File: src/logic/asp_defs.svh
// Timing and width constants for the static memory port controller
`ifndef ASP_DEFS_SVH
`define ASP_DEFS_SVH
`define ASP_CLK_PERIOD_PS 4000
`define ASP_ADDR_W 17
`define ASP_DATA_W 8
// Fast grade figures in ns
`define ASP_T_RC_FAST_NS 55
`define ASP_T_AA_FAST_NS 55
`define ASP_T_SCE_FAST_NS 45
`define ASP_T_PWE_FAST_NS 45
`define ASP_T_SD_FAST_NS 25
`define ASP_T_HZOE_FAST_NS 20
// Slow grade figures in ns
`define ASP_T_RC_SLOW_NS 70
`define ASP_T_AA_SLOW_NS 70
`define ASP_T_SCE_SLOW_NS 60
`define ASP_T_PWE_SLOW_NS 50
`define ASP_T_SD_SLOW_NS 30
`define ASP_T_HZOE_SLOW_NS 25
// Least times round up to whole cycles
`define ASP_CYC_UP(ns) (((ns) * 1000 + `ASP_CLK_PERIOD_PS - 1) / `ASP_CLK_PERIOD_PS)
`endif

File: src/logic/asp_pkg.sv
// Types shared by the static memory port controller
package asp_pkg;
   typedef struct packed {
      logic sel_n;       // Active-low select
      logic sel;         // Active-high select
      logic out_en_n;    // Output enable, low active
      logic wr_n;        // Write strobe, low active
   } asp_ctrl_type;
   typedef struct packed {
      logic [16:0] addr;
      logic [7:0] wdata;
      logic write;
   } asp_req_type;
   typedef enum logic [2:0] {
      ST_IDLE = 3'b000,
      ST_RD = 3'b001,
      ST_WR_SETUP = 3'b010,
      ST_WR = 3'b011,
      ST_GAP = 3'b100
   } asp_state_type;
endpackage

File: src/logic/asp_ctrl.sv
// Host-side controller driving an asynchronous 128K x 8 static memory
// Summary of operation
// - Write: active-low select low, strobe low, active-high select high.
// - Read: active-low select and output enable low, strobe and select high.
// - Write spans overlap of both selects and strobe; any release ends it.
// - Address must be valid no later than selects becoming active.
// - Controller must not drive data while memory still drives it.
// - Selects active at least 45 ns or 60 ns before write end.
`timescale 1ns/1ps
`include "asp_defs.svh"
module asp_ctrl
   import asp_pkg::*;
#(
   parameter bit SLOW_GRADE = 1'b0,
   parameter int ADDR_W = `ASP_ADDR_W,
   parameter int DATA_W = `ASP_DATA_W
) (
   input wire logic clk_i,                  // 250 MHz clock
   input wire logic reset_i,                // Synchronous reset, high
   input wire logic req_valid_i,            // Access request
   input wire logic req_write_i,            // 1 write, 0 read
   input wire logic [ADDR_W-1:0] req_addr_i, // Byte address
   input wire logic [DATA_W-1:0] req_wdata_i, // Write byte
   output logic req_ready_o,                // Request accepted when high
   output logic rsp_valid_o,                // One-cycle completion pulse
   output logic [DATA_W-1:0] rsp_rdata_o,   // Read byte
   output logic [ADDR_W-1:0] mem_addr_o,    // Address pins
   output logic mem_sel_n_o,                // Active-low select pin
   output logic mem_sel_o,                  // Active-high select pin
   output logic mem_out_en_n_o,             // Output enable pin
   output logic mem_wr_n_o,                 // Write strobe pin
   input wire logic [DATA_W-1:0] mem_data_i, // Data pins, in
   output logic [DATA_W-1:0] mem_data_o,    // Data pins, out
   output logic mem_data_oe_o               // High while driving data
);
   // Cycle counts per speed grade, least times rounded up
   localparam int RD_CYC = SLOW_GRADE ? `ASP_CYC_UP(`ASP_T_AA_SLOW_NS)
                                       : `ASP_CYC_UP(`ASP_T_AA_FAST_NS);
   localparam int WR_CYC0 = SLOW_GRADE ? `ASP_CYC_UP(`ASP_T_PWE_SLOW_NS)
                                        : `ASP_CYC_UP(`ASP_T_PWE_FAST_NS);
   localparam int SCE_CYC = SLOW_GRADE ? `ASP_CYC_UP(`ASP_T_SCE_SLOW_NS)
                                        : `ASP_CYC_UP(`ASP_T_SCE_FAST_NS);
   localparam int WR_CYC = (WR_CYC0 > SCE_CYC) ? WR_CYC0 : SCE_CYC;
   localparam int RC_CYC = SLOW_GRADE ? `ASP_CYC_UP(`ASP_T_RC_SLOW_NS)
                                       : `ASP_CYC_UP(`ASP_T_RC_FAST_NS);
   localparam int HZ_CYC = SLOW_GRADE ? `ASP_CYC_UP(`ASP_T_HZOE_SLOW_NS)
                                       : `ASP_CYC_UP(`ASP_T_HZOE_FAST_NS);
   // Three synchroniser stages plus output register add to the read wait
   localparam int RD_WAIT = RD_CYC + 4;
   localparam int GAP0 = RC_CYC - WR_CYC - 1;
   localparam int GAP_CYC = (GAP0 > HZ_CYC) ? GAP0 : HZ_CYC;
   localparam int CNT_W = 8;
   // At 4 ns a fast read holds the selects for 18 cycles and answers on
   // the 19th edge after the take; a fast write holds the strobe low for
   // 12 cycles, 48 ns against the 45 ns least pulse, and answers on the
   // 14th. The gap after each access covers the output turn-off time, so
   // a write that follows a read never drives into a byte still leaving
   // the memory. Rounding every figure up to whole cycles costs a few
   // cycles per access; that is the price of one clock and no delay line.
   // The slow grade stretches each count the same way: reads answer on
   // the 23rd edge, writes on the 17th.

   asp_state_type state;
   asp_state_type next_state;
   asp_ctrl_type ctrl;
   asp_ctrl_type next_ctrl;
   asp_req_type req;
   logic [CNT_W-1:0] cnt;
   logic [CNT_W-1:0] next_cnt;
   logic [DATA_W-1:0] rd_sync;

   // Pin data settle through three stages before use; the memory output
   // is not timed to this clock, so a byte caught mid-change must not pass
   asp_sync #(
      .WIDTH(DATA_W)
   ) u_sync (
      .clk_i(clk_i),
      .reset_i(reset_i),
      .d_i(mem_data_i),
      .q_o(rd_sync)
   );

   // A request is taken only while idle, since ready is low otherwise
   wire logic take = req_ready_o && req_valid_i;
   wire logic cnt_done = (cnt == '0);
   // End-of-access decodes shared by the answer logic
   wire logic rd_done = (state == ST_RD) && cnt_done;
   wire logic wr_done = (state == ST_WR) && cnt_done && req.write;
   wire logic [CNT_W-1:0] rd_load = CNT_W'(RD_WAIT - 1);
   wire logic [CNT_W-1:0] wr_load = CNT_W'(WR_CYC - 1);
   wire logic [CNT_W-1:0] gap_load = CNT_W'(GAP_CYC - 1);

   // Sequencer: address settles with selects, strobes timed by counter
   always_comb begin
      next_state = state;
      next_ctrl = ctrl;
      next_cnt = cnt_done ? cnt : cnt - CNT_W'(1);
      unique case (state)
         ST_IDLE: begin
            if (take && !req_write_i) begin
               next_state = ST_RD;
               next_cnt = rd_load;
               // Address registered in the same edge as selects
               next_ctrl = '{sel_n: 1'b0, sel: 1'b1, out_en_n: 1'b0,
                             wr_n: 1'b1};
            end else if (take) begin
               // Selects and address first, strobe one cycle later
               next_state = ST_WR_SETUP;
               next_ctrl = '{sel_n: 1'b0, sel: 1'b1, out_en_n: 1'b1,
                             wr_n: 1'b1};
            end
         end
         ST_RD: begin
            if (cnt_done) begin
               next_state = ST_GAP;
               next_cnt = gap_load;
               // Deselect lets the memory power down and float
               next_ctrl = '{sel_n: 1'b1, sel: 1'b0, out_en_n: 1'b1,
                             wr_n: 1'b1};
            end
         end
         ST_WR_SETUP: begin
            // Strobe falls a cycle after the selects, address already settled
            next_state = ST_WR;
            next_cnt = wr_load;
            next_ctrl.wr_n = 1'b0;
         end
         ST_WR: begin
            if (cnt_done) begin
               // Strobe and both selects release together; memory stays floating
               next_state = ST_GAP;
               next_cnt = gap_load;
               next_ctrl = '{sel_n: 1'b1, sel: 1'b0, out_en_n: 1'b1,
                             wr_n: 1'b1};
            end
         end
         ST_GAP: begin
            // Recovery keeps accesses a full cycle time apart
            if (cnt_done) begin
               next_state = ST_IDLE;
            end
         end
         default: begin
            // Unused state codes fall back to idle
            next_state = ST_IDLE;
         end
      endcase
   end

   // State, counter and pin controls
   always_ff @(posedge clk_i) begin
      if (reset_i) begin
         state <= ST_IDLE;
         cnt <= '0;
         ctrl <= '{sel_n: 1'b1, sel: 1'b0, out_en_n: 1'b1, wr_n: 1'b1};
      end else begin
         state <= next_state;
         cnt <= next_cnt;
         ctrl <= next_ctrl;
      end
   end

   // Request capture; address held for the whole access
   // These flops also drive the address and write byte pins
   always_ff @(posedge clk_i) begin
      if (reset_i) begin
         req <= '0;
      end else if (take) begin
         req <= '{addr: req_addr_i, wdata: req_wdata_i,
                  write: req_write_i};
      end
   end

   // Handshake and read return; ready comes from the next state so it
   // rises in the very cycle the recovery gap ends
   always_ff @(posedge clk_i) begin
      if (reset_i) begin
         req_ready_o <= 1'b0;
         rsp_valid_o <= 1'b0;
         rsp_rdata_o <= '0;
      end else begin
         req_ready_o <= (next_state == ST_IDLE) && !take;
         rsp_valid_o <= 1'b0;
         if (rd_done) begin
            // Sampled after access time plus synchroniser
            rsp_rdata_o <= rd_sync;
            rsp_valid_o <= 1'b1;
         end else if (wr_done) begin
            rsp_valid_o <= 1'b1;
         end
      end
   end

   // Data driven only while the strobe is low, never while reading
   always_ff @(posedge clk_i) begin
      if (reset_i) begin
         mem_data_oe_o <= 1'b0;
      end else begin
         mem_data_oe_o <= (next_state == ST_WR);
      end
   end

   // Address and write byte come from the captured request flops, so they
   // stand unchanged from the select edge to the deselect edge
   assign mem_addr_o = req.addr;
   assign mem_data_o = req.wdata;
   assign mem_sel_n_o = ctrl.sel_n;
   assign mem_sel_o = ctrl.sel;
   assign mem_out_en_n_o = ctrl.out_en_n;
   assign mem_wr_n_o = ctrl.wr_n;
endmodule // asp_ctrl

File: src/logic/asp_sync.sv
// Three-stage synchroniser for the data pins
`timescale 1ns/1ps
module asp_sync #(
   parameter int WIDTH = 8
) (
   input wire logic clk_i,              // System clock
   input wire logic reset_i,            // Synchronous reset
   input wire logic [WIDTH-1:0] d_i,    // Asynchronous pin levels
   output logic [WIDTH-1:0] q_o         // Settled value
);
   logic [WIDTH-1:0] s1;
   logic [WIDTH-1:0] s2;
   logic [WIDTH-1:0] s3;
   // Stage one feeds stage two only; a change counts when two and three agree
   always_ff @(posedge clk_i) begin
      if (reset_i) begin
         s1 <= '0;
         s2 <= '0;
         s3 <= '0;
         q_o <= '0;
      end else begin
         s1 <= d_i;
         s2 <= s1;
         s3 <= s2;
         if (s2 == s3) begin
            q_o <= s3;
         end
      end
   end
endmodule // asp_sync

File: config.mk
export PLATFORM = sky130hd
export DESIGN_NAME = asp_ctrl
export DESIGN_NICKNAME = d
export VERILOG_FILES = /design/src/logic/asp_pkg.sv /design/src/logic/asp_ctrl.sv /design/src/logic/asp_sync.sv
export VERILOG_INCLUDE_DIRS = /design/src /design/src/logic
export SDC_FILE = /design/constraint.sdc
export NUM_CORES = 1
export LEC_CHECK = 0
export ABC_AREA = 1
export BUFFER_PORTS_ARGS = -buffer_cell sky130_fd_sc_hd__buf_4
export CORE_MARGIN = 8
export CORE_UTILIZATION = 57
export DETAILED_ROUTE_END_ITERATION = 12
export PLACE_DENSITY = 0.85
export SETUP_SLACK_MARGIN = 0.5
export SLEW_MARGIN = 20
export SYNTH_ARGS = -nofsm -noshare
export SYNTH_HDL_FRONTEND = slang
export SYNTH_SLANG_ARGS = --single-unit
File: constraint.sdc
create_clock -name clk_i -period 4.44 [get_ports clk_i]
set_input_delay 0.222 -clock clk_i [delete_from_list [all_inputs] [get_ports clk_i]]
set_output_delay 0.222 -clock clk_i [all_outputs]
set_load 0.005 [all_outputs]
# Yosys cells after proc, flatten, opt, wreduce, memory -nomap -nowiden
# Cells that the tools add are included.
[totals] register_bits=84 input_bits=37 output_inout_bits=40 wordCells=58
[classes] n_addsub=1 n_eq_ne=8 n_mux=16 reduce_logical=16
[ops] operator="two-way mux 8 bit" n=3
[ops] operator="one-hot mux 8 bit (3 select lines)" n=1
[ops] operator="two-way mux 3 bit" n=4
[ops] operator="two-way mux 4 bit" n=3
[ops] operator="one-hot mux 3 bit (4 select lines)" n=1
[ops] operator="equality test 3 x 2 -> 1 bit (second input constant)" n=3
[ops] operator="equality test 8 bit" n=1
[ops] operator="zero test 8 bit" n=1
[ops] operator="subtractor 8 x 1 -> 8 bit (second input constant)" n=1
[ops] operator="logical AND 1 bit" n=6
[ops] operator="zero test 3 bit" n=2
[ops] operator="one-hot mux 3 bit (2 select lines)" n=1
[ops] operator="AND reduction 3 bit" n=2
[ops] operator="equality test 3 x 1 -> 1 bit (second input constant)" n=1
[ops] operator="equality test 3 bit (second input constant)" n=1
[ops] operator="!= test 3 bit (second input constant)" n=1
[ops] operator="one-hot mux 1 bit (3 select lines)" n=1
[ops] operator="nonzero test 3 bit" n=1
[ops] operator="zero test 1 bit" n=2
[ops] operator="two-way mux 1 bit" n=2
[ops] operator="!= test 2 x 1 -> 1 bit (second input constant)" n=1
[ops] operator="nonzero test 2 bit" n=1
[ops] operator="OR reduction 2 bit" n=1

# Logic depth before layout (Yosys ltp)
[logic_depth] word_depth=6 mapped_depth=9 depth_no_buf=9

# Cells and area by module
# From an unflattened synthesis, not the netlist that was laid out.
[unflattened] cells_unflattened=463 hier_area_um2=3487.1
[modules_own_cells] mod="asp_ctrl" instances=1 cells_each=296 area_per_inst_um2=2270.9 seq_area_each_um2=1041.0
[modules_own_cells] mod="asp_sync" instances=1 cells_each=167 area_per_inst_um2=1216.2 seq_area_each_um2=640.6

# Worst setup path after synthesis
# Ideal clock, no wire load.
[synth_path] kind="register to register" startpoint="reg cnt[0]" endpoint="reg cnt[0]" setup_time_ns=0.074 t_arrival_ns=1.422 required_time_ns=4.366 path_slack_ns=2.943 path_stages_with_launch=9 path_buffers=0 synth_period_minus_slack_ns=1.497 cell_sequence="dfxtp_1 > inv_1 > ha_1 > nand2_2 > nor2_8 > inv_2 > ha_1 > nand3b_1 > a31oi_1"
[synth_between] elab_chain_cells=4 word_cells_on_any_way=6 classes_between="add/sub (1); mux (4); reduce/logical (1)"
[synth_lines] item="start, declared" line="asp_ctrl.sv:68" text="logic [CNT_W-1:0] cnt;"
[synth_lines] item="start signal, assigned" line="asp_ctrl.sv:158" text="cnt <= next_cnt;"
[synth_lines] item="subtractor 8 x 1 -> 8 bit or zero test 8 bit (tied branches)" line="asp_ctrl.sv:97, asp_ctrl.sv:85"
[synth_lines] item="two-way mux 8 bit" line="asp_ctrl.sv:97" text="next_cnt = cnt_done ? cnt : cnt - CNT_W'(1);"
[synth_lines] item="two-way mux 8 bit, on equally long branches" line="asp_ctrl.sv:114, asp_ctrl.sv:129, asp_ctrl.sv:100"
[synth_lines] item="one-hot mux 8 bit (3 select lines) *" line="asp_ctrl.sv:98" text="unique case (state)"
# Every way passes the cells marked *; elsewhere a longest branch is shown, timed or not.
# A chain may end at the register's enable or synchronous reset.

# Worst setup path in the final report
[layout_path] startpoint="reg req_ready_o" endpoint="reg mem_data_oe_o"
[layout_between] elab_chain_cells=5 word_cells_on_any_way=6 classes_between="eq/ne (1); mux (3); reduce/logical (2)"
[layout_lines] item="start, declared" line="asp_ctrl.sv:24" text="output logic req_ready_o,"
[layout_lines] item="start signal, assigned" line="asp_ctrl.sv:182" text="req_ready_o <= (next_state == ST_IDLE) && !take;"
[layout_lines] item="logical AND 1 bit *" line="asp_ctrl.sv:84" text="wire logic take = req_ready_o && req_valid_i;"
[layout_lines] item="two-way mux 3 bit or logical AND 1 bit (tied branches)" line="asp_ctrl.sv:106, asp_ctrl.sv:100"
[layout_lines] item="two-way mux 3 bit *" line="asp_ctrl.sv:100" text="if (take && !req_write_i) begin"
[layout_lines] item="one-hot mux 3 bit (4 select lines) *" line="asp_ctrl.sv:98"
[layout_lines] item="equality test 3 x 2 -> 1 bit *" line="asp_ctrl.sv:199" text="mem_data_oe_o <= (next_state == ST_WR);"
[layout_lines] item="end signal, assigned" line="asp_ctrl.sv:199"
[layout_lines] item="end, declared" line="asp_ctrl.sv:34" text="output logic mem_data_oe_o"
# Marked as above.

==> summary.md <==
| Metric | Value |
|---|---|
| Outcome | `completed` |
| Total track usage | `0.1690` |
| DRC viols | `0` |
| Die ar. | `8734 um^2` |
| Mapped Cells | `roughly 450` |
| FF-to-FF End | `mem_data_oe_o` |
| Top cell type by total area after synthesis | `dfxtp_1` |
| Vias | `2745` |
| Drt total wl | `between 6000 and 7000 um` |
| Max-capacitance violation count | `0` |
| Largest net degree at the start of global routing | `45` |
| Final Net Count | `532` |
| Mapped Nets | `487` |
| Starting Density | `0.5845` |
| Post-CTS Setup Bufs | `0` |
| Core box area | `5851 um^2` |
| Diodes inserted | `0` |
| TritonCTS buffer count | `9` |
| Drt pass-1 iters | `4` |
| Initial antenna violation count | `0` |
| Synth Area in Compound Gates | `0.07794` |
| FP Rows | `28` |
| Sw Ratio | `0.3247` |
| Post-synth top area share | `0.4918` |
| Switching Power | `around 0.8 mW` |
| Hold Slack | `slightly below 0.07 ns` |
| Fillers | `447` |
| Post-Synth XOR/XNOR Area | `0.01537` |
| CTS max path bufs | `2` |
| Initial DRC count | `126` |
| Post-CTS resize count | `0` |
| Final hold vios | `0` |
| Final GP Congestion | `0.8548` |
| WP data required | `4.72 ns` |
| Min-delay src | `mem_data_i[7]` |
| DP Cell Count | `556` |
| Worst rel slew slack | `0.3470` |
| Most frequent cells in the layout | `103 x nor2_1, 84 x dfxtp_1, 76 x buf_4` |
| Adder-cell share of the synthesized area | `0.01098` |
| CP startpoint kind | `register` |
| Largest family of logic cells by synthesized area | `simple AND/OR/NAND/NOR gates` |
| Top post-synthesis cells by area | `dfxtp_1 49%, nor2_1 11%, nand2_1 6.3%` |
| Mapped Area | `approximately 3400 um^2` |
| Combinational Power Share | `0.308` |
| Clock Tree Root | `clkbuf_8` |
| Arrival time at the worst endpoint | `approximately 2.2 ns` |
| Yosys reg bits | `84` |
| WL per Instance | `12.09 um` |
| Most common cell after layout, fill and taps aside | `nor2_1` |
| Chip width | `~93 um` |
| Synth unique cells | `31` |
| Htree depth | `3` |
| Critical path origin | `req_ready_o` |
| Hold Crit Depth | `3` |
| HP Class | `input port to register` |
| Pwr/cell area | `591.6 nW/um^2` |
| Static Leak | `between 1.5 and 2 nW` |
| Hpwl dp | `4957 um` |
| Worst setup path class | `register to register` |
| Peak VDD IR | `around 0.32 mV` |
| Vias in the first global route | `2789` |
| Clock skew | `0.003691 ns` |
| Setup violations, final | `0` |
| Max Clock Freq | `0.5121 GHz` |
| Fin cells | `572` |
| Asr flop ratio synth | `0` |
| Worst setup EP type | `register` |
| Clock power share | `0.296` |
| DRT antenna net count | `0` |
| Syn Area/Cell | `7.650 um^2` |
| R2R Setup Slk | `between 2 and 2.5 ns` |
| Unrepaired setup endpoints after global routing | `no` |
| TritonCTS clock tree | `done` |
| R2R depth | `6` |
| Number of synthesized flops with an enable pin | `0` |
| Post-DP Area | `3810 um^2` |
| Clock Latency Late Sink | `between 0.3 and 0.4 ns` |
| First-pass GRT wire length | `about 12000 um` |
| Final TNS setup | `0 ns` |
| Sequential Power Share | `0.396` |
| Vias per inst | `4.799` |
| Synth-to-Final Area Change | `19.39%` |
| Clock slew at reported path FFs | `0.08 ns` |
| Pint | `1.631 mW` |
| Fin area | `4083 um^2` |
| Worst Hold End | `u_sync.s1[7]` |
| Yosys warning total | `0` |
| RR Startpoint | `req_ready_o` |
| Seq/Total Area, Yosys | `0.4918` |
| GRT overflow | `0` |
| Mux contribution to synthesized area | `0` |
| IO buf count | `76` |
| Die height | `93.46 um` |
| CTS Sinks | `84` |
| Final Cycle Share | `0.4398` |
| Fraction of layout cells with a size suffix above 1 | `0.2254` |
| Hold Buf Count CTS | `0` |
| Ys flop type | `dfxtp_1` |
| Worst-path fanout max | `29` |
| Slew at the pin with the worst max-slew slack | `slightly below 1 ns` |
| Fin crit period | `1.953 ns` |
| Power Total | `2.415 mW` |
| Io pins | `between 70 and 80` |
| Simple logic cell fraction of the synthesized area | `0.2689` |
| Final Max Tran Viols | `0` |
sequential cells by signal, indices dropped and copies added, names as in the netlist, 3 cells and up:
signal,cells
u_sync.s1,8
mem_data_o,8
u_sync.s3,8
cnt,8
u_sync.s2,8
u_sync.q_o,8
state,3
rsp_rdata_o,8
mem_addr_o,17
critical path, cell delays in order, from the launching register on:
cell	delay, ns
dfxtp_1	0.34
nand2_1	0.46
inv_2	0.58
nand2_1	0.11
o21ai_0	0.17
a21oi_1	0.07
nor3_1	0.13
how the worst max path moves through the flow:
stage / end / slack, ns
floorplan: cnt[0] / 2.94
global placement: mem_data_oe_o / 2.60
detailed placement: state[1] / 2.51
CTS: mem_data_oe_o / 2.50
global route: mem_data_oe_o / 2.18
finish: mem_data_oe_o / 2.49
cells by family after synthesis:
logic type / after synthesis
adder cells (fa/ha/maj): 3
AND/OR/NAND/NOR: 211
buffers and inverters: 92
flip-flops: 84
AO/OA/AOI/OAI: 51
XOR/XNOR: 6
stage by stage:
| step | util | setup slack [ns] |
|---|---|---|
| floorplan | - | 2.943 |
| global placement | 0.6512 | 2.600 |
| detailed placement | 0.6512 | 2.512 |
| CTS | 0.6978 | 2.495 |
| global route | 0.6978 | 2.180 |
| finish | 0.6978 | 2.487 |
synth_stat cells, types with 2 or more instances:
cell and count:
nor2_1 103, dfxtp_1 84, nand2_1 57, inv_1 45, o21ai_0 30, nand3_1 28
buf_4 27, a21oi_1 15, clkbuf_1 7, buf_2 6, nor2_2 6, inv_2 5
nand2_2 4, and2_1 3, ha_1 3, nor3_1 3, xnor2_1 3, xor2_1 3
nor2_4 2, nor2_8 2
power by group through the flow:
| stage | sequential [mW] | combinational, mW | clock (mW) |
|---|---|---|---|
| finish | 0.958 | 0.744 | 0.714 |
| global route | 0.972 | 0.840 | 0.760 |
| CTS | 0.958 | 0.750 | 0.722 |
| detailed placement | 0.975 | 0.741 | 0 |
| floorplan | 0.955 | 0.601 | 0 |
| global placement | 0.968 | 0.715 | 0 |
layout make-up:
class / instances / area (um^2) / area share
Clock buffer: 10 / 137.6 / 0.03371
Multi-Input combinational cell: 271 / 1276 / 0.3126
Timing Repair Buffer: 76 / 570.5 / 0.1397
Tap cell: 75 / 93.84 / 0.02298
Clock inverter: 6 / 135.1 / 0.03310
Sequential cell: 84 / 1682 / 0.4119
Inverter: 50 / 187.7 / 0.04597
metal layers:
| metal | part of all wire | track usage | vias to the layer above |
|---|---|---|---|
| met1 | 0.41 | 0.1700 | 1243 |
| met3 | 0.050 | 0.05529 | 9 |
| met5 | 0 | 0 | - |
| met2 | 0.53 | 0.3102 | 46 |
| met4 | 0.014 | 0.07248 | 0 |
| li1 | - | - | 1447 |
Note: power is estimated with default switching activity, not from simulation.
